**config.mk**
```make
export PLATFORM = sky130hd
export DESIGN_NAME = drc_dram_ctrl
export DESIGN_NICKNAME = d
export VERILOG_FILES = /design/src/hw/drc_pkg.sv /design/src/hw/drc_refresh_timer.sv /design/src/hw/drc_read_latch.sv /design/src/hw/drc_dram_ctrl.sv
export VERILOG_INCLUDE_DIRS = /design/src /design/src/hw
export SDC_FILE = /design/constraint.sdc
export NUM_CORES = 1
export LEC_CHECK = 0
export BUFFER_PORTS_ARGS = -buffer_cell sky130_fd_sc_hd__buf_4
export CAP_MARGIN = 20
export CORE_AREA = 8 8 138 237
export DETAILED_ROUTE_END_ITERATION = 8
export DIE_AREA = 0 0 146 245
export MAX_ROUTING_LAYER = met4
export PLACE_DENSITY = 0.69
export RECOVER_POWER = 25
export SYNTH_ARGS = -nofsm -noshare
export SYNTH_HDL_FRONTEND = slang
export SYNTH_HIERARCHICAL = 1
export SYNTH_SLANG_ARGS = --single-unit
```
**constraint.sdc**
```tcl
create_clock -name core_clk -period 6.4 [get_ports core_clk]
set_clock_uncertainty 0.05 [all_clocks]
set_input_delay 0.64 -clock core_clk [delete_from_list [all_inputs] [get_ports core_clk]]
set_output_delay 0.64 -clock core_clk [all_outputs]
set_load 0.02 [all_outputs]
```
**src/hw/drc_defines.svh**
```systemverilog
`ifndef DRC_DEFINES_SVH
`define DRC_DEFINES_SVH

// ----------------------------------------
// Register map
// ----------------------------------------
`define DRC_ADDR_W 5
`define DRC_WORD_BYTES 5'h04
`define DRC_OFF_CONFIG 5'h00
`define DRC_OFF_WAVE0 5'h04
`define DRC_OFF_STATUS 5'h10
`define DRC_CONFIG_RESET 32'h0000_0000
`define DRC_WAVE_RESET 32'hffff_ffff

// ----------------------------------------
// Configuration fields
// ----------------------------------------
`define DRC_F_BANK_EN 3:0
`define DRC_F_ROW_BITS 5:4
`define DRC_F_HALF_RATE 6
`define DRC_F_PRECHARGE 10:7
`define DRC_F_CBR_WIDTH 14:11
`define DRC_F_LATCH_DLY 16:15
`define DRC_F_INTERVAL 31:17
`define DRC_F_ST_STATE 2:0
`define DRC_F_ST_SUSPEND 3
`define DRC_F_ST_PENDING 4

// ----------------------------------------
// Timing constants
// ----------------------------------------
`define DRC_MIN_PRECHARGE 5'h02
`define DRC_CBR_CAS_LEAD 5'h01
`define DRC_WAIT_LAST 5'h01
`define DRC_INTERVAL_PAD 2'h0
`define DRC_ROW_MASK_FULL 12'hfff
`define DRC_ROW_SEL_MAX 2'h3
`endif

```
**src/hw/drc_pkg.sv**
```systemverilog
package drc_pkg;
  // Sequencer states of the memory controller
  typedef enum logic [2:0] {
    ST_IDLE = 3'h0,
    ST_ACCESS = 3'h1,
    ST_PRECHARGE = 3'h2,
    ST_CBR_CAS = 3'h3,
    ST_CBR_RAS = 3'h4
  } drc_state_type;
endpackage : drc_pkg

```
**src/hw/drc_refresh_timer.sv**
```systemverilog
`include "drc_defines.svh"
module drc_refresh_timer
  import drc_pkg::*;
#(
  parameter int IntervalW = 15
) (
  input wire logic core_clk,
  input wire logic rst_b,
  input wire logic memTick, // One pulse per memory clock
  input wire logic timerEnable, // Any bank enabled
  input wire logic [IntervalW-1:0] interval,
  input wire logic refreshAck, // Refresh started
  output logic refreshPending
);
  logic [IntervalW+1:0] count_q; // Memory clocks left
  logic pending_q; // Refresh owed
  logic expire;

  assign expire = timerEnable && memTick && (count_q == '0);
  assign refreshPending = pending_q;

  // ----------------------------------------
  // Interval counter
  // ----------------------------------------
  always_ff @(posedge core_clk or negedge rst_b) begin
    if (!rst_b) begin
      count_q <= '0;
    end else if (!timerEnable) begin
      count_q <= count_q;
    end else if (expire) begin
      count_q <= {interval, `DRC_INTERVAL_PAD} - 1'b1;
    end else if (memTick) begin
      count_q <= count_q - 1'b1;
    end
  end

  // Request flag; a new expiry wins over the acknowledge
  always_ff @(posedge core_clk or negedge rst_b) begin
    if (!rst_b) begin
      pending_q <= 1'b0;
    end else if (expire) begin
      pending_q <= 1'b1;
    end else if (refreshAck) begin
      pending_q <= 1'b0;
    end
  end

  property p_frozen;
    @(posedge core_clk) disable iff (!rst_b)
    !timerEnable |=> $stable(count_q);
  endproperty
  a_frozen: assert property (p_frozen)
    else $error("refresh timer ran with no bank enabled");

  property p_reload;
    @(posedge core_clk) disable iff (!rst_b)
    expire |=> count_q == $past({interval, `DRC_INTERVAL_PAD}) - 1'b1;
  endproperty
  a_reload: assert property (p_reload)
    else $error("refresh timer reload wrong");

  property p_hold;
    @(posedge core_clk) disable iff (!rst_b)
    (pending_q && !refreshAck) |=> pending_q;
  endproperty
  a_hold: assert property (p_hold)
    else $error("pending refresh lost");
endmodule : drc_refresh_timer

```
**src/hw/drc_read_latch.sv**
```systemverilog
`include "drc_defines.svh"
module drc_read_latch
  import drc_pkg::*;
#(
  parameter int DataW = 32,
  parameter int DelayMax = 3
) (
  input wire logic core_clk,
  input wire logic rst_b,
  input wire logic casRelease, // Column strobe deasserts at this edge
  input wire logic zeroFill, // Return zeros for a dead access
  input wire logic [1:0] latchDelay,
  input wire logic [DataW-1:0] memData,
  output logic [DataW-1:0] readData,
  output logic readValid
);
  logic [DelayMax:1] pipe_q; // Delayed release pulses
  logic [DelayMax:0] taps;
  logic take;

  assign taps = {pipe_q, casRelease};
  assign take = taps[latchDelay];

  // Delay line in CPU clocks
  always_ff @(posedge core_clk or negedge rst_b) begin
    if (!rst_b) begin
      pipe_q <= '0;
    end else begin
      pipe_q <= taps[DelayMax-1:0];
    end
  end

  // Capture register
  always_ff @(posedge core_clk or negedge rst_b) begin
    if (!rst_b) begin
      readData <= '0;
      readValid <= 1'b0;
    end else begin
      readValid <= take || zeroFill;
      if (zeroFill) begin
        readData <= '0;
      end else if (take) begin
        readData <= memData;
      end
    end
  end

  property p_lat0;
    @(posedge core_clk) disable iff (!rst_b)
    (casRelease && latchDelay == 2'h0 && !zeroFill)
      |=> readValid && readData == $past(memData);
  endproperty
  a_lat0: assert property (p_lat0)
    else $error("read data not latched at strobe release");

  property p_lat2;
    @(posedge core_clk) disable iff (!rst_b)
    (casRelease && latchDelay == 2'h2) |=> ##2 readValid;
  endproperty
  a_lat2: assert property (p_lat2)
    else $error("read latch delay of two clocks missed");
endmodule : drc_read_latch

```
**src/hw/drc_dram_ctrl.sv**
```systemverilog
`include "drc_defines.svh"
module drc_dram_ctrl
  import drc_pkg::*;
#(
  parameter int DataW = 32,
  parameter int Banks = 4,
  parameter int RowW = 12,
  parameter int WaveWords = 3
) (
  input wire logic core_clk,
  input wire logic rst_b,
  input wire logic [`DRC_ADDR_W-1:0] regAddr,
  input wire logic [31:0] regWrData,
  input wire logic regWr,
  input wire logic regRd,
  output logic [31:0] regRdData,
  input wire logic reqValid,
  output logic reqReady,
  input wire logic reqWrite,
  input wire logic [1:0] reqBank,
  input wire logic [RowW-1:0] reqRow,
  input wire logic [3:0] reqWords,
  output logic reqDone,
  output logic [DataW-1:0] readData,
  output logic readValid,
  input wire logic staticActive,
  input wire logic staticWide16,
  input wire logic staticCycleDone,
  output logic staticSuspend,
  input wire logic [DataW-1:0] memData,
  output logic [RowW-1:0] rowAddr,
  output logic [Banks-1:0] rowStrobeN,
  output logic columnStrobeN
);
  localparam int WaveBits = WaveWords * 32;

  // ----------------------------------------
  // Registers and fields
  // ----------------------------------------
  logic [31:0] config_q; // dram_config
  logic [31:0] wave_q [WaveWords]; // cas_waveform_word
  logic [WaveBits-1:0] waveAll; // Words end to end
  logic [Banks-1:0] bankEnable;
  logic [1:0] rowBitsSel;
  logic halfRate;
  logic [3:0] precharge;
  logic [3:0] cbrWidth;
  logic [1:0] latchDelay;
  logic [14:0] interval;
  logic [31:0] regRdData_q;

  assign bankEnable = config_q[`DRC_F_BANK_EN];
  assign rowBitsSel = config_q[`DRC_F_ROW_BITS];
  assign halfRate = config_q[`DRC_F_HALF_RATE];
  assign precharge = config_q[`DRC_F_PRECHARGE];
  assign cbrWidth = config_q[`DRC_F_CBR_WIDTH];
  assign latchDelay = config_q[`DRC_F_LATCH_DLY];
  assign interval = config_q[`DRC_F_INTERVAL];

  // ----------------------------------------
  // Sequencer state
  // ----------------------------------------
  drc_state_type state_q; // Current state
  logic memPhase_q; // Memory clock phase
  logic [6:0] shiftIdx_q; // Next waveform bit
  logic [3:0] pulseCnt_q; // Released strobe pulses
  logic [3:0] words_q; // Pulses in burst
  logic lastStep_q; // Final pulse released
  logic isRead_q; // Burst is a read
  logic dummy_q; // Access hit a disabled bank
  logic [4:0] waitCnt_q; // Memory clocks left in wait
  logic [Banks-1:0] rowStrobeN_q;
  logic columnStrobeN_q;
  logic [RowW-1:0] rowAddr_q;
  logic reqDone_q;
  logic staticSuspend_q; // Static access paused
  logic staticPair_q; // First half of 16-bit pair seen

  // ----------------------------------------
  // Combinational helpers
  // ----------------------------------------
  logic memTick; // Last CPU clock of a memory clock
  logic shiftTick; // Waveform advances
  logic waveBit; // Bit due out next
  logic casRelease; // Column strobe rises at this edge
  logic waitDone; // Wait ends at this edge
  logic [4:0] preLoad; // Precharge memory clocks
  logic [RowW-1:0] rowMask; // Valid row bits
  logic refPend; // Refresh owed
  logic refStart; // Begin refresh now
  logic accept; // Request taken
  logic staticBreak; // Static access at a legal pause
  logic cbrEnd; // Refresh row strobe released

  assign memTick = memPhase_q;
  assign shiftTick = halfRate ? memTick : 1'b1;
  assign waveBit = (shiftIdx_q < 7'(WaveBits)) ?
    waveAll[shiftIdx_q] : 1'b1;
  assign casRelease = (state_q == ST_ACCESS) && shiftTick &&
    !lastStep_q && !columnStrobeN_q && waveBit;
  assign waitDone = memTick && (waitCnt_q == `DRC_WAIT_LAST);
  assign cbrEnd = (state_q == ST_CBR_RAS) && waitDone;

  // Precharge is the field plus one memory clocks, never under two
  always_comb begin
    preLoad = {1'b0, precharge} + 5'h01;
    if (preLoad < `DRC_MIN_PRECHARGE) begin
      preLoad = `DRC_MIN_PRECHARGE;
    end
  end

  // Row width 9 to 12 bits; upper bits forced low
  assign rowMask = `DRC_ROW_MASK_FULL >> (`DRC_ROW_SEL_MAX - rowBitsSel);

  // Refresh waits for idle and for any static access to pause;
  // PC-card cycles are not watched, they run on through it
  assign refStart = (state_q == ST_IDLE) && refPend &&
    (!staticActive || staticSuspend_q);
  assign reqReady = (state_q == ST_IDLE) && !refPend && !staticActive;
  assign accept = reqValid && reqReady;

  assign regRdData = regRdData_q;
  assign rowStrobeN = rowStrobeN_q;
  assign columnStrobeN = columnStrobeN_q;
  assign rowAddr = rowAddr_q;
  assign reqDone = reqDone_q;
  assign staticSuspend = staticSuspend_q;

  // ----------------------------------------
  // Register writes
  // ----------------------------------------
  always_ff @(posedge core_clk or negedge rst_b) begin
    if (!rst_b) begin
      config_q <= `DRC_CONFIG_RESET;
    end else if (regWr && regAddr == `DRC_OFF_CONFIG) begin
      config_q <= regWrData;
    end
  end

  // One waveform word per entry
  for (genvar w = 0; w < WaveWords; w++) begin : g_wave
    always_ff @(posedge core_clk or negedge rst_b) begin
      if (!rst_b) begin
        wave_q[w] <= `DRC_WAVE_RESET;
      end else if (regWr && regAddr == `DRC_ADDR_W'(
          `DRC_OFF_WAVE0 + w * `DRC_WORD_BYTES)) begin
        wave_q[w] <= regWrData;
      end
    end
    assign waveAll[w*32 +: 32] = wave_q[w];
  end

  // Read data stand only in the cycle after the strobe
  always_ff @(posedge core_clk or negedge rst_b) begin
    if (!rst_b) begin
      regRdData_q <= 32'h0;
    end else if (!regRd) begin
      regRdData_q <= 32'h0;
    end else if (regAddr == `DRC_OFF_CONFIG) begin
      regRdData_q <= config_q;
    end else if (regAddr == `DRC_OFF_STATUS) begin
      regRdData_q <= 32'h0;
      regRdData_q[`DRC_F_ST_STATE] <= state_q;
      regRdData_q[`DRC_F_ST_SUSPEND] <= staticSuspend_q;
      regRdData_q[`DRC_F_ST_PENDING] <= refPend;
    end else begin
      regRdData_q <= 32'h0;
      for (int i = 0; i < WaveWords; i++) begin
        if (regAddr == `DRC_ADDR_W'(
            `DRC_OFF_WAVE0 + i * `DRC_WORD_BYTES)) begin
          regRdData_q <= wave_q[i];
        end
      end
    end
  end

  // ----------------------------------------
  // Memory clock at half the CPU rate
  // ----------------------------------------
  always_ff @(posedge core_clk or negedge rst_b) begin
    if (!rst_b) begin
      memPhase_q <= 1'b0;
    end else begin
      memPhase_q <= !memPhase_q;
    end
  end

  // ----------------------------------------
  // Main sequencer
  // ----------------------------------------
  always_ff @(posedge core_clk or negedge rst_b) begin
    if (!rst_b) begin
      state_q <= ST_IDLE;
      shiftIdx_q <= 7'h0;
      pulseCnt_q <= 4'h0;
      words_q <= 4'h0;
      lastStep_q <= 1'b0;
      isRead_q <= 1'b0;
      dummy_q <= 1'b0;
      waitCnt_q <= 5'h0;
      rowStrobeN_q <= '1;
      columnStrobeN_q <= 1'b1;
      rowAddr_q <= '0;
      reqDone_q <= 1'b0;
    end else begin
      reqDone_q <= 1'b0;
      unique case (state_q)
        ST_IDLE: begin
          if (refStart || (accept && !bankEnable[reqBank])) begin
            // Column strobe leads for a CAS-before-RAS cycle
            dummy_q <= !refStart;
            columnStrobeN_q <= 1'b0;
            waitCnt_q <= `DRC_CBR_CAS_LEAD;
            state_q <= ST_CBR_CAS;
          end else if (accept) begin
            // Bit 0 goes out with the row strobe
            rowStrobeN_q <= ~(Banks'(1) << reqBank);
            rowAddr_q <= reqRow & rowMask;
            columnStrobeN_q <= waveAll[0];
            shiftIdx_q <= 7'h1;
            pulseCnt_q <= 4'h0;
            words_q <= reqWords;
            lastStep_q <= 1'b0;
            isRead_q <= !reqWrite;
            state_q <= ST_ACCESS;
          end
        end
        ST_ACCESS: begin
          if (lastStep_q) begin
            // Row strobe rises the cycle after the last pulse
            rowStrobeN_q <= '1;
            columnStrobeN_q <= 1'b1;
            waitCnt_q <= preLoad;
            reqDone_q <= 1'b1;
            state_q <= ST_PRECHARGE;
          end else if (shiftTick) begin
            columnStrobeN_q <= waveBit;
            shiftIdx_q <= shiftIdx_q + 7'h1;
            if (casRelease) begin
              pulseCnt_q <= pulseCnt_q + 4'h1;
              // The burst stays whole until its last pulse
              lastStep_q <= (pulseCnt_q + 4'h1 == words_q);
            end
          end
        end
        ST_PRECHARGE: begin
          // Both strobes stay high the whole wait
          columnStrobeN_q <= 1'b1;
          if (waitDone) begin
            state_q <= ST_IDLE;
          end else if (memTick) begin
            waitCnt_q <= waitCnt_q - 5'h1;
          end
        end
        ST_CBR_CAS: begin
          if (waitDone) begin
            rowStrobeN_q <= '0;
            waitCnt_q <= {1'b0, cbrWidth} + 5'h01;
            state_q <= ST_CBR_RAS;
          end else if (memTick) begin
            waitCnt_q <= waitCnt_q - 5'h1;
          end
        end
        ST_CBR_RAS: begin
          if (waitDone) begin
            rowStrobeN_q <= '1;
            columnStrobeN_q <= 1'b1;
            waitCnt_q <= preLoad;
            reqDone_q <= dummy_q;
            dummy_q <= 1'b0;
            state_q <= ST_PRECHARGE;
          end else if (memTick) begin
            waitCnt_q <= waitCnt_q - 5'h1;
          end
        end
        default: begin
          state_q <= ST_IDLE;
        end
      endcase
    end
  end

  // ----------------------------------------
  // Static memory pause points
  // ----------------------------------------
  // 16-bit bus pauses after each pair of cycles, 32-bit after one
  assign staticBreak = staticCycleDone &&
    (!staticWide16 || staticPair_q);

  always_ff @(posedge core_clk or negedge rst_b) begin
    if (!rst_b) begin
      staticPair_q <= 1'b0;
    end else if (!staticActive || !staticWide16) begin
      staticPair_q <= 1'b0;
    end else if (staticCycleDone) begin
      staticPair_q <= !staticPair_q;
    end
  end

  // Suspend holds until the refresh row strobe releases
  always_ff @(posedge core_clk or negedge rst_b) begin
    if (!rst_b) begin
      staticSuspend_q <= 1'b0;
    end else if (refPend && staticActive && staticBreak) begin
      staticSuspend_q <= 1'b1;
    end else if (cbrEnd) begin
      staticSuspend_q <= 1'b0;
    end
  end

  // ----------------------------------------
  // Submodules
  // ----------------------------------------
  drc_refresh_timer #(
    .IntervalW(15)
  ) u_timer (
    .core_clk(core_clk),
    .rst_b(rst_b),
    .memTick(memTick),
    .timerEnable(|bankEnable),
    .interval(interval),
    .refreshAck(refStart),
    .refreshPending(refPend)
  );

  drc_read_latch #(
    .DataW(DataW),
    .DelayMax(3)
  ) u_latch (
    .core_clk(core_clk),
    .rst_b(rst_b),
    .casRelease(casRelease && isRead_q),
    .zeroFill(cbrEnd && dummy_q),
    .latchDelay(latchDelay),
    .memData(memData),
    .readData(readData),
    .readValid(readValid)
  );

  // ----------------------------------------
  // Checks
  // ----------------------------------------
  property p_rowWidth;
    @(posedge core_clk) disable iff (!rst_b)
    state_q == ST_ACCESS |-> (rowAddr_q & ~rowMask) == '0;
  endproperty
  a_rowWidth: assert property (p_rowWidth)
    else $error("row address wider than selected");

  property p_halfRate;
    @(posedge core_clk) disable iff (!rst_b)
    (state_q == ST_ACCESS && halfRate && !memTick) |=>
      $stable(shiftIdx_q);
  endproperty
  a_halfRate: assert property (p_halfRate)
    else $error("waveform advanced off the memory clock");

  property p_precharge;
    @(posedge core_clk) disable iff (!rst_b)
    (state_q == ST_PRECHARGE && !waitDone) |=>
      state_q == ST_PRECHARGE && rowStrobeN_q == '1 && columnStrobeN_q;
  endproperty
  a_precharge: assert property (p_precharge)
    else $error("precharge cut short");

  property p_cbrWidth;
    @(posedge core_clk) disable iff (!rst_b)
    (state_q == ST_CBR_RAS && !waitDone) |=> state_q == ST_CBR_RAS;
  endproperty
  a_cbrWidth: assert property (p_cbrWidth)
    else $error("refresh row strobe released early");

  property p_allBanks;
    @(posedge core_clk) disable iff (!rst_b)
    state_q == ST_CBR_RAS |-> rowStrobeN_q == '0 && !columnStrobeN_q;
  endproperty
  a_allBanks: assert property (p_allBanks)
    else $error("refresh missed a bank");

  property p_noSplit;
    @(posedge core_clk) disable iff (!rst_b)
    $rose(state_q == ST_CBR_CAS) |-> $past(state_q) == ST_IDLE;
  endproperty
  a_noSplit: assert property (p_noSplit)
    else $error("refresh entered inside a burst");

  property p_waveform;
    @(posedge core_clk) disable iff (!rst_b)
    (state_q == ST_ACCESS && shiftTick && !lastStep_q) |=>
      columnStrobeN_q == $past(waveBit);
  endproperty
  a_waveform: assert property (p_waveform)
    else $error("column strobe does not follow waveform");

  property p_pause;
    @(posedge core_clk) disable iff (!rst_b)
    $rose(staticSuspend_q) |-> $past(staticBreak);
  endproperty
  a_pause: assert property (p_pause)
    else $error("static access paused mid cycle");
endmodule : drc_dram_ctrl

```
==> flow_summary.html, run 1 <==
<table>
<tr><th>Metric</th><th>Value</th></tr>
<tr><th colspan="2">Status</th></tr>
<tr><td>Status</td><td>complete, but fails checks</td></tr>
<tr><td>Violated checks</td><td>capacitance limit, slew limit</td></tr>
<tr><th colspan="2">Routing</th></tr>
<tr><td>Vias after detailed routing</td><td>9600</td></tr>
<tr><td>Routed length per placed instance</td><td>~23 um</td></tr>
<tr><td>DRC errors left</td><td>0</td></tr>
<tr><td>Drt pass-1 iters</td><td>8</td></tr>
<tr><td>Total Routed Length</td><td>about 37000 um</td></tr>
<tr><td>DRT iter0 DRCs</td><td>around 650</td></tr>
<tr><td>Routed vias/inst</td><td>slightly below 6</td></tr>
<tr><td>Post-route ant nets</td><td>0</td></tr>
<tr><th colspan="2">Timing</th></tr>
<tr><td>Upper clock frequency limit</td><td>~0.22 GHz</td></tr>
<tr><td>Setup violators final</td><td>0</td></tr>
<tr><td>RSZ-0062 raised after global routing</td><td>false</td></tr>
<tr><td>Share of the clock period used by the worst path</td><td>0.715</td></tr>
<tr><td>Final critical delay including setup and external delays</td><td>approximately 4600 ps</td></tr>
<tr><td>Headroom to the max-slew limit</td><td>-0.576</td></tr>
<tr><td>Count of pins over their slew limit</td><td>between 80 and 90</td></tr>
<tr><td>Total count of hold-check failures in the final report</td><td>0</td></tr>
<tr><td>Total Neg Setup Slack</td><td>0 ps</td></tr>
<tr><td>Setup slack of the critical path after layout</td><td>between 1500 and 2000 ps</td></tr>
<tr><td>Slew at the pin closest to its max-slew limit</td><td>between 2000 and 2500 ps</td></tr>
<tr><th colspan="2">Setup path</th></tr>
<tr><td>Required time of the critical path</td><td>around 6800 ps</td></tr>
<tr><td>Reg2reg start</td><td>shiftIdx_q[0]$_DFFE_PN0P_</td></tr>
<tr><td>Minimum setup slack among reg-to-reg paths</td><td>1830 ps</td></tr>
<tr><td>Data arrival at the endpoint of the critical path</td><td>4940 ps</td></tr>
<tr><td>CP Max Fanout</td><td>33</td></tr>
<tr><td>Element type at the critical path start</td><td>flop</td></tr>
<tr><td>Capturing point of the worst reg2reg path</td><td>u_latch/readData[17]$_DFFE_PN0P_</td></tr>
<tr><td>Element type at the critical path end</td><td>flop</td></tr>
<tr><td>Crit Path Category</td><td>flop to flop</td></tr>
<tr><td>Depth of the most critical reg-to-reg path</td><td>9</td></tr>
<tr><th colspan="2">Floorplanning</th></tr>
<tr><td>Die Span X</td><td>approximately 150 um</td></tr>
<tr><td>Initial standard-cell utilization of the core</td><td>0.440</td></tr>
<tr><td>Standard-cell rows</td><td>84</td></tr>
<tr><td>Std-Cell Core Area</td><td>about 0.03 mm^2</td></tr>
<tr><td>Height of the die</td><td>approximately 250 um</td></tr>
<tr><td>Io pins</td><td>around 180</td></tr>
<tr><td>Area enclosed by the die boundary</td><td>around 0.036 mm^2</td></tr>
<tr><th colspan="2">Pwr</th></tr>
<tr><td>Lkg Pwr</td><td>6.73 nW</td></tr>
<tr><td>Final Total Pwr</td><td>5.93 mW</td></tr>
<tr><td>Peak VDD IR</td><td>~0.00023 V</td></tr>
<tr><td>Power density normalized to cell area</td><td>approximately 380 mW/mm^2</td></tr>
<tr><th colspan="2">Logic synthesis</th></tr>
<tr><td>Library cells used by synthesis</td><td>80</td></tr>
<tr><td>Cell Area, Synth</td><td>approximately 0.013 mm^2</td></tr>
<tr><td>Post-synth EDFFs</td><td>0</td></tr>
<tr><td>Share of synthesized flip-flops with an asynchronous set or reset</td><td>1.00</td></tr>
<tr><td>Post-synthesis register bit count</td><td>approximately 260</td></tr>
<tr><td>Top flip-flop cell by instance count after synthesis</td><td>sky130_fd_sc_hd__dfrtp_1</td></tr>
<tr><td>Mean instance size in the synthesized netlist</td><td>between 10 and 15 um^2</td></tr>
<tr><td>Number of warnings reported in the yosys synthesis log</td><td>6</td></tr>
<tr><td>Sequential area share after synthesis</td><td>0.510</td></tr>
<tr><td>Synthesized instance count</td><td>between 1000 and 1500</td></tr>
<tr><td>Nets in the synthesized netlist</td><td>between 1000 and 1500</td></tr>
<tr><th colspan="2">CTS</th></tr>
<tr><td>Clock tree from TritonCTS</td><td>built</td></tr>
<tr><td>Clock transition at path regs</td><td>around 60 ps</td></tr>
<tr><td>Setup repair bufs after CTS</td><td>0</td></tr>
<tr><td>Clock buffer count from CTS</td><td>25</td></tr>
<tr><td>Number of gates resized after CTS</td><td>0</td></tr>
<tr><td>Root buf cell</td><td>sky130_fd_sc_hd__clkbuf_16</td></tr>
<tr><td>Clock insertion delay at the later pin of the skew report</td><td>between 500 and 600 ps</td></tr>
<tr><td>Number of sinks driven by the clock tree</td><td>around 260</td></tr>
<tr><td>Max H-tree Level</td><td>1</td></tr>
<tr><td>Cts hold-fix bufs</td><td>0</td></tr>
<tr><td>Bufs on Longest Clock Path</td><td>3</td></tr>
<tr><th colspan="2">Cells and area</th></tr>
<tr><td>Multi-input logic area</td><td>approximately 0.0060 mm^2</td></tr>
<tr><td>Share of post-route cells with drive strength above 1</td><td>0.398</td></tr>
<tr><td>Final net count</td><td>around 1300</td></tr>
<tr><td>Layout Area Growth over Synthesis</td><td>18.8%</td></tr>
<tr><td>Final cell count without fillers</td><td>between 1500 and 2000</td></tr>
<tr><td>ANT cells</td><td>0</td></tr>
<tr><td>Area occupied by registers</td><td>0.00666 mm^2</td></tr>
<tr><td># fillers</td><td>between 2000 and 3000</td></tr>
<tr><th colspan="2">Min path</th></tr>
<tr><td>Path class of the lowest-slack min-delay path</td><td>input pin to async pin</td></tr>
<tr><th colspan="2">Placement</th></tr>
<tr><td>Final weighted congestion in routability-driven placement</td><td>about 0.93</td></tr>
<tr><td>Worst slack after detailed placement</td><td>about 1900 ps</td></tr>
<tr><td>Port-buffer cells</td><td>between 150 and 200</td></tr>
<tr><td>DP HPWL</td><td>around 27000 um</td></tr>
<tr><td>Number of placed instances, taps included</td><td>between 1500 and 2000</td></tr>
<tr><th colspan="2">Job</th></tr>
<tr><td>Maximum capacitance violations</td><td>2</td></tr>
<tr><th colspan="2">GRT</th></tr>
<tr><td>Antenna violations before repair</td><td>0</td></tr>
<tr><td>First-pass GRT wire length</td><td>a little under 60000 um</td></tr>
<tr><td>Total gr overflow</td><td>0</td></tr>
<tr><td>GRT Resource Usage Total</td><td>0.211</td></tr>
<tr><td>Number of global-route vias before repair</td><td>~10000</td></tr>
<tr><td>Pin count of the biggest net entering global routing</td><td>around 120</td></tr>
</table>
[area by class of cell]
cell class | instances | area share
Multi-Input combinational cell | 738 | 0.386
Tap cell | 387 | 0.0312
Timing Repair Buffer | 195 | 0.0955
Clock buffer | 33 | 0.0449
Sequential cell | 261 | 0.429
Inverter | 16 | 0.00387
Clock inverter | 12 | 0.00928
[through the flow]
step	util	area (um^2)	hold slack (ps)
floorplan	-	13100	294
global placement	0.494	14600	309
detailed placement	0.495	14700	312
CTS	0.523	15500	177
global route	0.523	15500	198
finish	0.523	15500	67.2
[registers in the layout, indices dropped and copies added (netlist names)]
register / count
u_timer/count_q: 17
rowStrobeN: 4
state_q: 3
u_latch/readData: 32
staticPair_q: 1
lastStep_q: 1
u_latch/pipe_q: 3
pulseCnt_q: 4
config_q: 32
staticSuspend: 1
columnStrobeN: 1
reqDone: 1
shiftIdx_q: 7
rowAddr: 12
waveAll: 96
waitCnt_q: 5
isRead_q: 1
u_timer/refreshPending: 1
memPhase_q: 1
words_q: 4
dummy_q: 1
regRdData: 32
u_latch/readValid: 1
[worst max-delay path by stage]
stage | from | to | slack [ps] | cells past startpoint
global route | shiftIdx_q[0]$_DFFE_PN0P_ | u_latch/readData[17]$_DFFE_PN0P_ | 1640 | 9
CTS | shiftIdx_q[0]$_DFFE_PN0P_ | u_latch/readData[17]$_DFFE_PN0P_ | 1850 | 9
global placement | shiftIdx_q[0]$_DFFE_PN0P_ | u_latch/readData[22]$_DFFE_PN0P_ | 2000 | 9
finish | shiftIdx_q[0]$_DFFE_PN0P_ | u_latch/readData[17]$_DFFE_PN0P_ | 1830 | 9
detailed placement | shiftIdx_q[0]$_DFFE_PN0P_ | u_latch/readData[10]$_DFFE_PN0P_ | 1870 | 9
floorplan | shiftIdx_q[0]$_DFFE_PN0P_ | u_latch/readValid$_DFF_PN0_ | 3220 | 12
[Yosys cell counts (all sizes together), types with 5 or more instances]
cell type | count | area [um^2]
dfrtp | 160 | 4000
mux2 | 141 | 1590
dfstp | 101 | 2650
nor2 | 68 | 258
nand2 | 66 | 248
mux2i | 55 | 551
o21ai | 41 | 205
nor2b | 40 | 250
clkbuf | 37 | 140
a22o | 31 | 272
a21oi | 30 | 150
buf | 30 | 226
a222oi | 27 | 270
mux4 | 21 | 499
nor3 | 21 | 110
inv | 16 | 60.1
and2 | 14 | 87.6
xnor2 | 14 | 123
nand3 | 13 | 65.1
o22ai | 10 | 62.6
or3 | 10 | 62.6
xor2 | 10 | 87.6
ha | 9 | 113
a22oi | 8 | 60.1
or4 | 8 | 63.8
nand2b | 7 | 43.8
nor3b | 7 | 57.6
a31oi | 6 | 37.5
nor4 | 6 | 50.0
o21a | 6 | 45.0
a21o | 5 | 37.5
o22a | 5 | 43.8
or3b | 5 | 43.8
[layer usage]
layer,share of wire,global-route usage,up-vias
met5,0,-,-
met4,0.047,0.110,0
met3,0.059,0.0341,88
met2,0.52,0.369,364
met1,0.37,0.228,4820
li1,-,-,4328
[worst max-delay path: stages (launching register included)]
cell and delay (ps):
sky130_fd_sc_hd__dfrtp_1 1040, sky130_fd_sc_hd__buf_4 310, sky130_fd_sc_hd__mux4_2 500, sky130_fd_sc_hd__and2_1 170
sky130_fd_sc_hd__o41ai_1 680, sky130_fd_sc_hd__a2111oi_4 170, sky130_fd_sc_hd__and2_1 220, sky130_fd_sc_hd__mux4_2 880
sky130_fd_sc_hd__mux2i_1 350, sky130_fd_sc_hd__nor2_1 70
[cell families (layout without fill, tap and decap cells)]
group	Yosys count	after routing	share of synthesized area
AO/OA/AOI/OAI	202	202	0.116
adder cells (fa/ha/maj)	9	9	0.00863
AND/OR/NAND/NOR	286	286	0.115
flip-flops	261	261	0.510
multiplexers	217	217	0.202
XOR/XNOR	24	24	0.0161
buffers and inverters	83	256	0.0327
[power breakdown]
group / switching (mW) / internal, mW / total, mW / leakage [nW]
Sequential: 0.495 / 2.13 / 2.62 / 3.16
Combinational: 0.894 / 0.884 / 1.78 / 3.17
Clock: 0.645 / 0.887 / 1.53 / 0.412
Total: 2.03 / 3.90 / 5.93 / 6.73
[placed cells by master (no fill, tap or decap), types with 6 or more instances in the layout]
cell and instances:
sky130_fd_sc_hd__mux2_2 133, sky130_fd_sc_hd__dfrtp_1 160, sky130_fd_sc_hd__xnor2_1 14, sky130_fd_sc_hd__a22oi_1 8, sky130_fd_sc_hd__nand2_1 66, sky130_fd_sc_hd__o22ai_1 10, sky130_fd_sc_hd__clkbuf_1 7, sky130_fd_sc_hd__nor2_1 65
sky130_fd_sc_hd__buf_4 190, sky130_fd_sc_hd__and2_1 13, sky130_fd_sc_hd__nor3_1 20, sky130_fd_sc_hd__xor2_1 10, sky130_fd_sc_hd__mux4_2 14, sky130_fd_sc_hd__nor3b_1 6, sky130_fd_sc_hd__a31oi_1 6, sky130_fd_sc_hd__clkinv_2 6
sky130_fd_sc_hd__a222oi_1 27, sky130_fd_sc_hd__nor2b_1 40, sky130_fd_sc_hd__dfstp_2 101, sky130_fd_sc_hd__mux4_1 7, sky130_fd_sc_hd__o21ai_0 37, sky130_fd_sc_hd__clkbuf_16 25, sky130_fd_sc_hd__o21a_1 6, sky130_fd_sc_hd__nand3_1 13
sky130_fd_sc_hd__a22o_1 31, sky130_fd_sc_hd__a21oi_1 30, sky130_fd_sc_hd__nand2b_1 7, sky130_fd_sc_hd__ha_1 9, sky130_fd_sc_hd__mux2i_1 55, sky130_fd_sc_hd__inv_1 16, sky130_fd_sc_hd__mux2_1 8, sky130_fd_sc_hd__or3_1 10
sky130_fd_sc_hd__or4_1 7
Note: power is estimated with default switching activity, not from simulation.
==> inputs of run 2 (changes only) <==
--- a/config.mk
+++ b/config.mk
@@ -12,7 +12,7 @@
 export DETAILED_ROUTE_END_ITERATION = 8
 export DIE_AREA = 0 0 146 245
 export MAX_ROUTING_LAYER = met4
-export PLACE_DENSITY = 0.69
+export PLACE_DENSITY = 0.72
 export RECOVER_POWER = 25
 export SYNTH_ARGS = -nofsm -noshare
 export SYNTH_HDL_FRONTEND = slang
==> constraint.sdc (replaced) <==
create_clock -name core_clk -period 4 [get_ports core_clk]
set_clock_uncertainty 0.05 [all_clocks]
set_input_delay 0.4 -clock core_clk [delete_from_list [all_inputs] [get_ports core_clk]]
set_output_delay 0.4 -clock core_clk [all_outputs]
set_load 0.02 [all_outputs]
==> flow_summary.html, run 2 (synthesis results as in run 1) <==
<table>
<tr><th>Metric</th><th>Value</th></tr>
<tr><th colspan="2">Timing</th></tr>
<tr><td>Slew at the pin closest to its max-slew limit</td><td>2940 ps (+580 ps)</td></tr>
<tr><td>Setup slack of the critical path after layout</td><td>262 ps (-1560 ps)</td></tr>
<tr><td>Headroom to the max-slew limit</td><td>-0.962 (-0.387)</td></tr>
<tr><td>RSZ-0062 raised after global routing</td><td>false</td></tr>
<tr><td>Upper clock frequency limit</td><td>0.268 GHz (+22%)</td></tr>
<tr><td>Share of the clock period used by the worst path</td><td>0.934 (+0.220)</td></tr>
<tr><td>Final critical delay including setup and external delays</td><td>3740 ps (-836 ps)</td></tr>
<tr><td>Setup violators final</td><td>0 (unchanged)</td></tr>
<tr><td>Total Neg Setup Slack</td><td>0 ps (unchanged)</td></tr>
<tr><td>Total count of hold-check failures in the final report</td><td>0 (unchanged)</td></tr>
<tr><td>Count of pins over their slew limit</td><td>158 (+95%)</td></tr>
<tr><th colspan="2">Placement</th></tr>
<tr><td>Worst slack after detailed placement</td><td>293 ps (-1570 ps)</td></tr>
<tr><td>Cell Area, Placed</td><td>0.0148 mm^2 (+0.80%)</td></tr>
<tr><td>Final weighted congestion in routability-driven placement</td><td>0.932 (about the same)</td></tr>
<tr><td>Port-buffer cells</td><td>180 (unchanged)</td></tr>
<tr><td>DP HPWL</td><td>27900 um (+3.2%)</td></tr>
<tr><th colspan="2">Routing</th></tr>
<tr><td>DRT iter0 DRCs</td><td>751 (+16%)</td></tr>
<tr><td>Total Routed Length</td><td>38100 um (+2.4%)</td></tr>
<tr><td>DRC errors left</td><td>0 (unchanged)</td></tr>
<tr><td>Post-route ant nets</td><td>0 (unchanged)</td></tr>
<tr><td>Vias after detailed routing</td><td>9874 (+2.9%)</td></tr>
<tr><td>Routed length per placed instance</td><td>22.9 um (+0.95%)</td></tr>
<tr><td>Routed vias/inst</td><td>5.93 (+1.4%)</td></tr>
<tr><td>Drt pass-1 iters</td><td>8 (unchanged)</td></tr>
<tr><th colspan="2">Cells and area</th></tr>
<tr><td>Share of post-route cells with drive strength above 1</td><td>0.386 (-0.0115)</td></tr>
<tr><td>Commonest non-fill, non-tap cells in the layout</td><td>sky130_fd_sc_hd__buf_4, sky130_fd_sc_hd__dfrtp_1, sky130_fd_sc_hd__mux2_2, sky130_fd_sc_hd__dfstp_2, sky130_fd_sc_hd__nand2_1</td></tr>
<tr><td>Total non-filler cell area in the finished layout</td><td>0.0157 mm^2 (+1.0%)</td></tr>
<tr><td>Final net count</td><td>1364 (+1.6%)</td></tr>
<tr><td>Layout Area Growth over Synthesis</td><td>20.0%</td></tr>
<tr><td>Core occupancy in the finished layout</td><td>0.528 (+0.00536)</td></tr>
<tr><td>Max reg flops</td><td>96 (unchanged)</td></tr>
<tr><td>Most common cell after layout, fill and taps aside</td><td>sky130_fd_sc_hd__buf_4</td></tr>
<tr><th colspan="2">CTS</th></tr>
<tr><td>Number of sinks driven by the clock tree</td><td>261 (unchanged)</td></tr>
<tr><td>Bufs on Longest Clock Path</td><td>3 (unchanged)</td></tr>
<tr><td>Clock transition at path regs</td><td>70 ps (about the same)</td></tr>
<tr><td>Number of gates resized after CTS</td><td>0 (unchanged)</td></tr>
<tr><td>Setup repair bufs after CTS</td><td>0 (unchanged)</td></tr>
<tr><td>Max H-tree Level</td><td>1 (unchanged)</td></tr>
<tr><td>Clock tree from TritonCTS</td><td>built</td></tr>
<tr><td>Clock insertion delay at the later pin of the skew report</td><td>530 ps (about the same)</td></tr>
<tr><td>Cts hold-fix bufs</td><td>7 (+7)</td></tr>
<tr><td>Clock buffer count from CTS</td><td>25 (unchanged)</td></tr>
<tr><td>Root buf cell</td><td>sky130_fd_sc_hd__clkbuf_16</td></tr>
<tr><th colspan="2">Floorplanning</th></tr>
<tr><td>Std-Cell Core Area</td><td>0.0296 mm^2 (unchanged)</td></tr>
<tr><td>Standard-cell rows</td><td>84 (unchanged)</td></tr>
<tr><td>Area enclosed by the die boundary</td><td>0.0358 mm^2 (unchanged)</td></tr>
<tr><td>Initial standard-cell utilization of the core</td><td>0.440 (unchanged)</td></tr>
<tr><td>Io pins</td><td>181 (unchanged)</td></tr>
<tr><td>Die Span X</td><td>146 um (unchanged)</td></tr>
<tr><td>Height of the die</td><td>245 um (unchanged)</td></tr>
<tr><th colspan="2">GRT</th></tr>
<tr><td>First-pass GRT wire length</td><td>59000 um (+1.3%)</td></tr>
<tr><td>GRT Resource Usage Total</td><td>0.214 (+0.00287)</td></tr>
<tr><td>Antenna violations before repair</td><td>1 (+1)</td></tr>
<tr><td>Total gr overflow</td><td>0 (unchanged)</td></tr>
<tr><td>Pin count of the biggest net entering global routing</td><td>122 (+5.2%)</td></tr>
<tr><td>Number of global-route vias before repair</td><td>10300 (+2.4%)</td></tr>
<tr><th colspan="2">Setup path</th></tr>
<tr><td>Delay of the slowest critical-path stage</td><td>820 ps (-220 ps)</td></tr>
<tr><td>Crit path buf inv count</td><td>2 (+1)</td></tr>
<tr><td>Data arrival at the endpoint of the critical path</td><td>4090 ps (-850 ps)</td></tr>
<tr><td>Element type at the critical path end</td><td>flop</td></tr>
<tr><td>Critical-path cell list</td><td>buf_4, mux4_2, nand2_1, a21oi_1, o41ai_1, a2111oi_4, and2_1, mux4_2, buf_12, mux2i_1, nor2_1</td></tr>
<tr><td>CP Max Fanout</td><td>33 (unchanged)</td></tr>
<tr><td>Cell with the biggest individual delay on the critical path</td><td>sky130_fd_sc_hd__dfrtp_1</td></tr>
<tr><td>Cell type with the highest occurrence count on the critical path</td><td>sky130_fd_sc_hd__mux4_2</td></tr>
<tr><td>Required time of the critical path</td><td>4360 ps (-2400 ps)</td></tr>
<tr><td>Crit Path Category</td><td>flop to flop</td></tr>
<tr><td>Kind of cell adding the most delay to the critical path</td><td>multiplexers</td></tr>
<tr><td>Element type at the critical path start</td><td>flop</td></tr>
<tr><th colspan="2">Pwr</th></tr>
<tr><td>Final Total Pwr</td><td>9.72 mW (+64%)</td></tr>
<tr><td>Lkg Pwr</td><td>6.76 nW (+0.44%)</td></tr>
<tr><td>Peak VDD IR</td><td>0.000359 V (+54%)</td></tr>
<tr><td>Power density normalized to cell area</td><td>621 mW/mm^2 (+62%)</td></tr>
<tr><th colspan="2">Status</th></tr>
<tr><td>Status</td><td>complete, but fails checks</td></tr>
<tr><td>Violated checks</td><td>capacitance limit, slew limit</td></tr>
<tr><th colspan="2">Job</th></tr>
<tr><td>Maximum capacitance violations</td><td>2 (unchanged)</td></tr>
<tr><th colspan="2">Min path</th></tr>
<tr><td>Path class of the lowest-slack min-delay path</td><td>input pin to flop</td></tr>
</table>
## run 2: path summary, 6_finish.rpt
path / startpoint / to / slack [ps] / depth (start not counted)
max in group asynchronous: rst_b / config_q[21]$_DFFE_PN0P_ / 880 / 2
min: reqWrite / isRead_q$_DFFE_PN0P_ / 20 / 2
min in group asynchronous: rst_b / regRdData[12]$_DFF_PN0_ / 1320 / 2
max reg2reg: shiftIdx_q[1]$_DFFE_PN0P_ / u_latch/readData[0]$_DFFE_PN0P_ / 260 / 11
min reg2reg: u_latch/pipe_q[1]$_DFF_PN0_ / u_latch/pipe_q[2]$_DFF_PN0_ / 340 / 0
max: shiftIdx_q[1]$_DFFE_PN0P_ / u_latch/readData[0]$_DFFE_PN0P_ / 260 / 11
## run 2: final cells by class
cell class                 count  area [um^2]
antenna                        1         2.50
clock buffer                  32          713
clock inverter                13          191
fill                        2626        14000
inverter                      16         60.1
multi-input combinational    738         5980
sequential                   261         6660
tap                          387          484
timing repair buffer         217         1570
## run 2: stage by stage
step	instances	hold WS, ps
2_1_floorplan	1082	54.4
3_3_place_gp	1612	314
3_5_place_dp	1612	310
4_1_cts	1664	0.679
5_1_grt	1665	23.8
6_report	1665	16.5
## run 2: report_power, final
part	internal, mW	total (mW)	switching (mW)
Sequential	3.40	4.09	0.683
Combinational	1.46	3.04	1.58
Clock	1.53	2.59	1.06
Total	6.39	9.72	3.33
## run 2: per-layer routing
| metal | share of wire | wire [um] | track usage | vias to the layer above |
|---|---|---|---|---|
| met3 | 0.063 | 2420 | 0.0395 | 107 |
| met2 | 0.52 | 19900 | 0.384 | 424 |
| met5 | 0 | 0 | - | - |
| li1 | - | - | - | 4363 |
| met1 | 0.36 | 13700 | 0.216 | 4980 |
| met4 | 0.053 | 2030 | 0.119 | 0 |
==> inputs of run 3 (changes only) <==
--- a/config.mk
+++ b/config.mk
@@ -8,13 +8,12 @@
 export LEC_CHECK = 0
 export BUFFER_PORTS_ARGS = -buffer_cell sky130_fd_sc_hd__buf_4
 export CAP_MARGIN = 20
-export CORE_AREA = 8 8 138 237
+export CORE_AREA = 8 8 136 233
 export DETAILED_ROUTE_END_ITERATION = 8
-export DIE_AREA = 0 0 146 245
+export DIE_AREA = 0 0 144 241
 export MAX_ROUTING_LAYER = met4
 export PLACE_DENSITY = 0.72
 export RECOVER_POWER = 25
 export SYNTH_ARGS = -nofsm -noshare
 export SYNTH_HDL_FRONTEND = slang
-export SYNTH_HIERARCHICAL = 1
 export SYNTH_SLANG_ARGS = --single-unit
==> flow_summary.html, run 3 <==
<table>
<tr><th>Metric</th><th>Value</th></tr>
<tr><th colspan="2">Routing</th></tr>
<tr><td>Post-route ant nets</td><td>0 (unchanged)</td></tr>
<tr><td>Vias after detailed routing</td><td>9445 (-4.3%)</td></tr>
<tr><td>Routed vias/inst</td><td>5.81 (-2.1%)</td></tr>
<tr><td>Routed length per placed instance</td><td>22.1 um (-3.2%)</td></tr>
<tr><td>DRT iter0 DRCs</td><td>724 (-3.6%)</td></tr>
<tr><td>Total Routed Length</td><td>36000 um (-5.4%)</td></tr>
<tr><td>DRC errors left</td><td>0 (unchanged)</td></tr>
<tr><td>Drt pass-1 iters</td><td>8 (unchanged)</td></tr>
<tr><th colspan="2">Logic synthesis</th></tr>
<tr><td>Sequential area share after synthesis</td><td>0.525 (+0.0153)</td></tr>
<tr><td>Top post-synthesis cells by count</td><td>sky130_fd_sc_hd__dfrtp_1, sky130_fd_sc_hd__mux2_2, sky130_fd_sc_hd__nand2_1</td></tr>
<tr><td>Post-synth EDFFs</td><td>0 (unchanged)</td></tr>
<tr><td>Mean instance size in the synthesized netlist</td><td>12.2 um^2 (+1.0%)</td></tr>
<tr><td>Synth top area share</td><td>0.316 (+0.00921)</td></tr>
<tr><td>Number of warnings reported in the yosys synthesis log</td><td>0 (-6)</td></tr>
<tr><td>Share of synthesized flip-flops with an asynchronous set or reset</td><td>1.00 (unchanged)</td></tr>
<tr><td>Most numerous cell in the Yosys netlist</td><td>sky130_fd_sc_hd__dfrtp_1</td></tr>
<tr><td>Library cells used by synthesis</td><td>76 (-5.0%)</td></tr>
<tr><td>Post-synthesis register bit count</td><td>261 (unchanged)</td></tr>
<tr><td>Synthesized instance count</td><td>1040 (-3.9%)</td></tr>
<tr><td>Nets in the synthesized netlist</td><td>1144 (-3.6%)</td></tr>
<tr><td>Top cells by area in the synthesized netlist</td><td>sky130_fd_sc_hd__dfrtp_1, sky130_fd_sc_hd__dfstp_2, sky130_fd_sc_hd__mux2_2</td></tr>
<tr><td>Cell Area, Synth</td><td>0.0127 mm^2 (-2.9%)</td></tr>
<tr><td>Largest area contributor in the netlist</td><td>sky130_fd_sc_hd__dfrtp_1</td></tr>
<tr><td>Top flip-flop cell by instance count after synthesis</td><td>sky130_fd_sc_hd__dfrtp_1</td></tr>
<tr><th colspan="2">GRT</th></tr>
<tr><td>Antenna violations before repair</td><td>1 (unchanged)</td></tr>
<tr><td>First-pass GRT wire length</td><td>55100 um (-6.6%)</td></tr>
<tr><td>Total gr overflow</td><td>0 (unchanged)</td></tr>
<tr><td>Pin count of the biggest net entering global routing</td><td>116 (-4.9%)</td></tr>
<tr><td>GRT Resource Usage Total</td><td>0.213 (-0.000635)</td></tr>
<tr><td>Number of global-route vias before repair</td><td>9890 (-3.8%)</td></tr>
<tr><th colspan="2">CTS</th></tr>
<tr><td>Number of gates resized after CTS</td><td>0 (unchanged)</td></tr>
<tr><td>Number of sinks driven by the clock tree</td><td>261 (unchanged)</td></tr>
<tr><td>Root buf cell</td><td>sky130_fd_sc_hd__clkbuf_16</td></tr>
<tr><td>Clock tree from TritonCTS</td><td>built</td></tr>
<tr><td>Clock transition at path regs</td><td>60 ps (about the same)</td></tr>
<tr><td>Cts hold-fix bufs</td><td>15 (+8)</td></tr>
<tr><td>Max H-tree Level</td><td>1 (unchanged)</td></tr>
<tr><td>Bufs on Longest Clock Path</td><td>3 (unchanged)</td></tr>
<tr><td>Clock insertion delay at the later pin of the skew report</td><td>550 ps (+20 ps)</td></tr>
<tr><td>Setup repair bufs after CTS</td><td>0 (unchanged)</td></tr>
<tr><td>Clock buffer count from CTS</td><td>25 (unchanged)</td></tr>
<tr><th colspan="2">Floorplanning</th></tr>
<tr><td>Initial standard-cell utilization of the core</td><td>0.446 (+0.00550)</td></tr>
<tr><td>Height of the die</td><td>241 um (-1.6%)</td></tr>
<tr><td>Area enclosed by the die boundary</td><td>0.0347 mm^2 (-3.0%)</td></tr>
<tr><td>Std-Cell Core Area</td><td>0.0284 mm^2 (-4.1%)</td></tr>
<tr><td>Standard-cell rows</td><td>82 (-2.4%)</td></tr>
<tr><td>Die Span X</td><td>144 um (-1.4%)</td></tr>
<tr><td>Io pins</td><td>181 (unchanged)</td></tr>
<tr><th colspan="2">Min path</th></tr>
<tr><td>Launch point of the worst hold path</td><td>memData[26]</td></tr>
<tr><td>Hold depth</td><td>2 (unchanged)</td></tr>
<tr><td>Path class of the lowest-slack min-delay path</td><td>input pin to flop</td></tr>
<tr><td>Hold path endpoint</td><td>u_latch.readData[26]$_DFFE_PN0P_</td></tr>
<tr><th colspan="2">Timing</th></tr>
<tr><td>Headroom to the max-slew limit</td><td>-0.929 (+0.0327)</td></tr>
<tr><td>Total count of hold-check failures in the final report</td><td>0 (unchanged)</td></tr>
<tr><td>Share of the clock period used by the worst path</td><td>0.830 (-0.105)</td></tr>
<tr><td>Upper clock frequency limit</td><td>0.301 GHz (+13%)</td></tr>
<tr><td>RSZ-0062 raised after global routing</td><td>false</td></tr>
<tr><td>Total Neg Setup Slack</td><td>0 ps (unchanged)</td></tr>
<tr><td>Final critical delay including setup and external delays</td><td>3320 ps (-419 ps)</td></tr>
<tr><td>Slew at the pin closest to its max-slew limit</td><td>2890 ps (-49.0 ps)</td></tr>
<tr><td>Setup violators final</td><td>0 (unchanged)</td></tr>
<tr><td>Count of pins over their slew limit</td><td>149 (-5.7%)</td></tr>
<tr><td>Final hold slack</td><td>24.7 ps (+8.17 ps)</td></tr>
<tr><th colspan="2">Setup path</th></tr>
<tr><td>Element type at the critical path end</td><td>flop</td></tr>
<tr><td>Capturing point of the worst reg2reg path</td><td>u_latch.readData[10]$_DFFE_PN0P_</td></tr>
<tr><td>Reg2reg start</td><td>shiftIdx_q[0]$_DFFE_PN0P_</td></tr>
<tr><td>Minimum setup slack among reg-to-reg paths</td><td>680 ps (+420 ps)</td></tr>
<tr><td>Depth of the most critical reg-to-reg path</td><td>9 (-2)</td></tr>
<tr><td>CP Max Fanout</td><td>25 (-24%)</td></tr>
<tr><td>Required time of the critical path</td><td>4370 ps (about the same)</td></tr>
<tr><td>Crit Path Category</td><td>flop to flop</td></tr>
<tr><td>Data arrival at the endpoint of the critical path</td><td>3690 ps (-400 ps)</td></tr>
<tr><td>Element type at the critical path start</td><td>flop</td></tr>
<tr><th colspan="2">Cells and area</th></tr>
<tr><td>Layout Area Growth over Synthesis</td><td>19.8%</td></tr>
<tr><td>Share of post-route cells with drive strength above 1</td><td>0.407 (+0.0205)</td></tr>
<tr><td>Commonest non-fill, non-tap cells in the layout</td><td>sky130_fd_sc_hd__buf_4, sky130_fd_sc_hd__dfrtp_1, sky130_fd_sc_hd__mux2_2, sky130_fd_sc_hd__nand2_1, sky130_fd_sc_hd__dfstp_2</td></tr>
<tr><td>Final net count</td><td>1332 (-2.3%)</td></tr>
<tr><td># fillers</td><td>2436 (-7.2%)</td></tr>
<tr><td>Max reg flops</td><td>96 (unchanged)</td></tr>
<tr><td>Most common cell after layout, fill and taps aside</td><td>sky130_fd_sc_hd__buf_4</td></tr>
<tr><td>Total non-filler cell area in the finished layout</td><td>0.0152 mm^2 (-3.1%)</td></tr>
<tr><td>Area occupied by registers</td><td>0.00666 mm^2 (unchanged)</td></tr>
<tr><td>Multi-input logic area</td><td>0.00556 mm^2 (-7.0%)</td></tr>
<tr><th colspan="2">Status</th></tr>
<tr><td>Violated checks</td><td>capacitance limit, slew limit</td></tr>
<tr><td>Status</td><td>complete, but fails checks</td></tr>
<tr><th colspan="2">Placement</th></tr>
<tr><td>Cell Area, Placed</td><td>0.0144 mm^2 (-3.0%)</td></tr>
<tr><td>DP HPWL</td><td>26300 um (-5.6%)</td></tr>
<tr><td>Final weighted congestion in routability-driven placement</td><td>0.892 (-4.3%)</td></tr>
<tr><td>Port-buffer cells</td><td>180 (unchanged)</td></tr>
<tr><th colspan="2">Pwr</th></tr>
<tr><td>Final Total Pwr</td><td>9.30 mW (-4.3%)</td></tr>
<tr><td>Lkg Pwr</td><td>6.74 nW (-0.42%)</td></tr>
<tr><td>Peak VDD IR</td><td>0.000318 V (-11%)</td></tr>
<tr><td>Power density normalized to cell area</td><td>612 mW/mm^2 (-1.3%)</td></tr>
<tr><th colspan="2">Job</th></tr>
<tr><td>Maximum capacitance violations</td><td>2 (unchanged)</td></tr>
</table>
-- run 3: power breakdown --
| part | internal [mW] | switching, mW |
|---|---|---|
| combinational | 1.42 | 1.49 |
| sequential | 3.40 | 0.702 |
| clock | 1.27 | 1.02 |
-- run 3: worst max path at each step --
stage / endpoint / cells past startpoint / start
floorplan: u_latch.readData[11]$_DFFE_PN0P_ / 9 / shiftIdx_q[0]$_DFFE_PN0P_
global placement: u_latch.readData[4]$_DFFE_PN0P_ / 8 / shiftIdx_q[0]$_DFFE_PN0P_
detailed placement: u_latch.readData[8]$_DFFE_PN0P_ / 9 / shiftIdx_q[0]$_DFFE_PN0P_
CTS: u_latch.readData[10]$_DFFE_PN0P_ / 9 / shiftIdx_q[0]$_DFFE_PN0P_
global route: waveAll[74]$_DFFE_PN1P_ / 3 / rst_b
finish: u_latch.readData[10]$_DFFE_PN0P_ / 9 / shiftIdx_q[0]$_DFFE_PN0P_
-- run 3: cells by family (layout without fill, tap and decap cells) --
kind of cell | after synthesis | after routing | synth area share
AO/OA/AOI/OAI | 219 | 219 | 0.136
XOR/XNOR | 26 | 26 | 0.0180
adder cells (fa/ha/maj) | 8 | 8 | 0.00790
buffers and inverters | 79 | 286 | 0.0362
flip-flops | 261 | 261 | 0.525
multiplexers | 177 | 177 | 0.179
other | 0 | 1 | 0
AND/OR/NAND/NOR | 270 | 270 | 0.0982
-- run 3: routing by layer --
metal | wire length [um] | track usage | vias to the layer above
met2 | 20000 | 0.396 | 329
met4 | 1940 | 0.125 | 0
met1 | 12000 | 0.205 | 4766
met3 | 2030 | 0.0277 | 101
li1 | - | - | 4249
met5 | 0 | - | -
-- run 3: worst max-delay path: stages (launching register included) --
cell and delay, ps:
sky130_fd_sc_hd__dfrtp_1 750, sky130_fd_sc_hd__buf_4 350, sky130_fd_sc_hd__mux4_2 520, sky130_fd_sc_hd__nor2_1 110
sky130_fd_sc_hd__o41ai_1 110, sky130_fd_sc_hd__or4_4 480, sky130_fd_sc_hd__o211ai_2 200, sky130_fd_sc_hd__o21ai_2 180
sky130_fd_sc_hd__buf_16 220, sky130_fd_sc_hd__a22o_2 210
-- run 3: cell type report --
| class | count | area share |
|---|---|---|
| clock inverters | 8 | 0.00511 |
| inverters | 17 | 0.00420 |
| clock buffers | 38 | 0.0457 |
| flip-flops and latches | 261 | 0.438 |
| repair buffers | 223 | 0.109 |
| well taps | 378 | 0.0311 |
| multi-input cells | 700 | 0.366 |
| diodes | 1 | 0.000165 |
-- run 3: through the flow --
stage	instances	setup slack, ps	util
after global placement	1563	672	0.504
after detailed placement	1564	708	0.505
after floorplan	1040	1430	-
after CTS	1625	676	0.538
after global routing	1626	463	0.534
final	1626	681	0.534
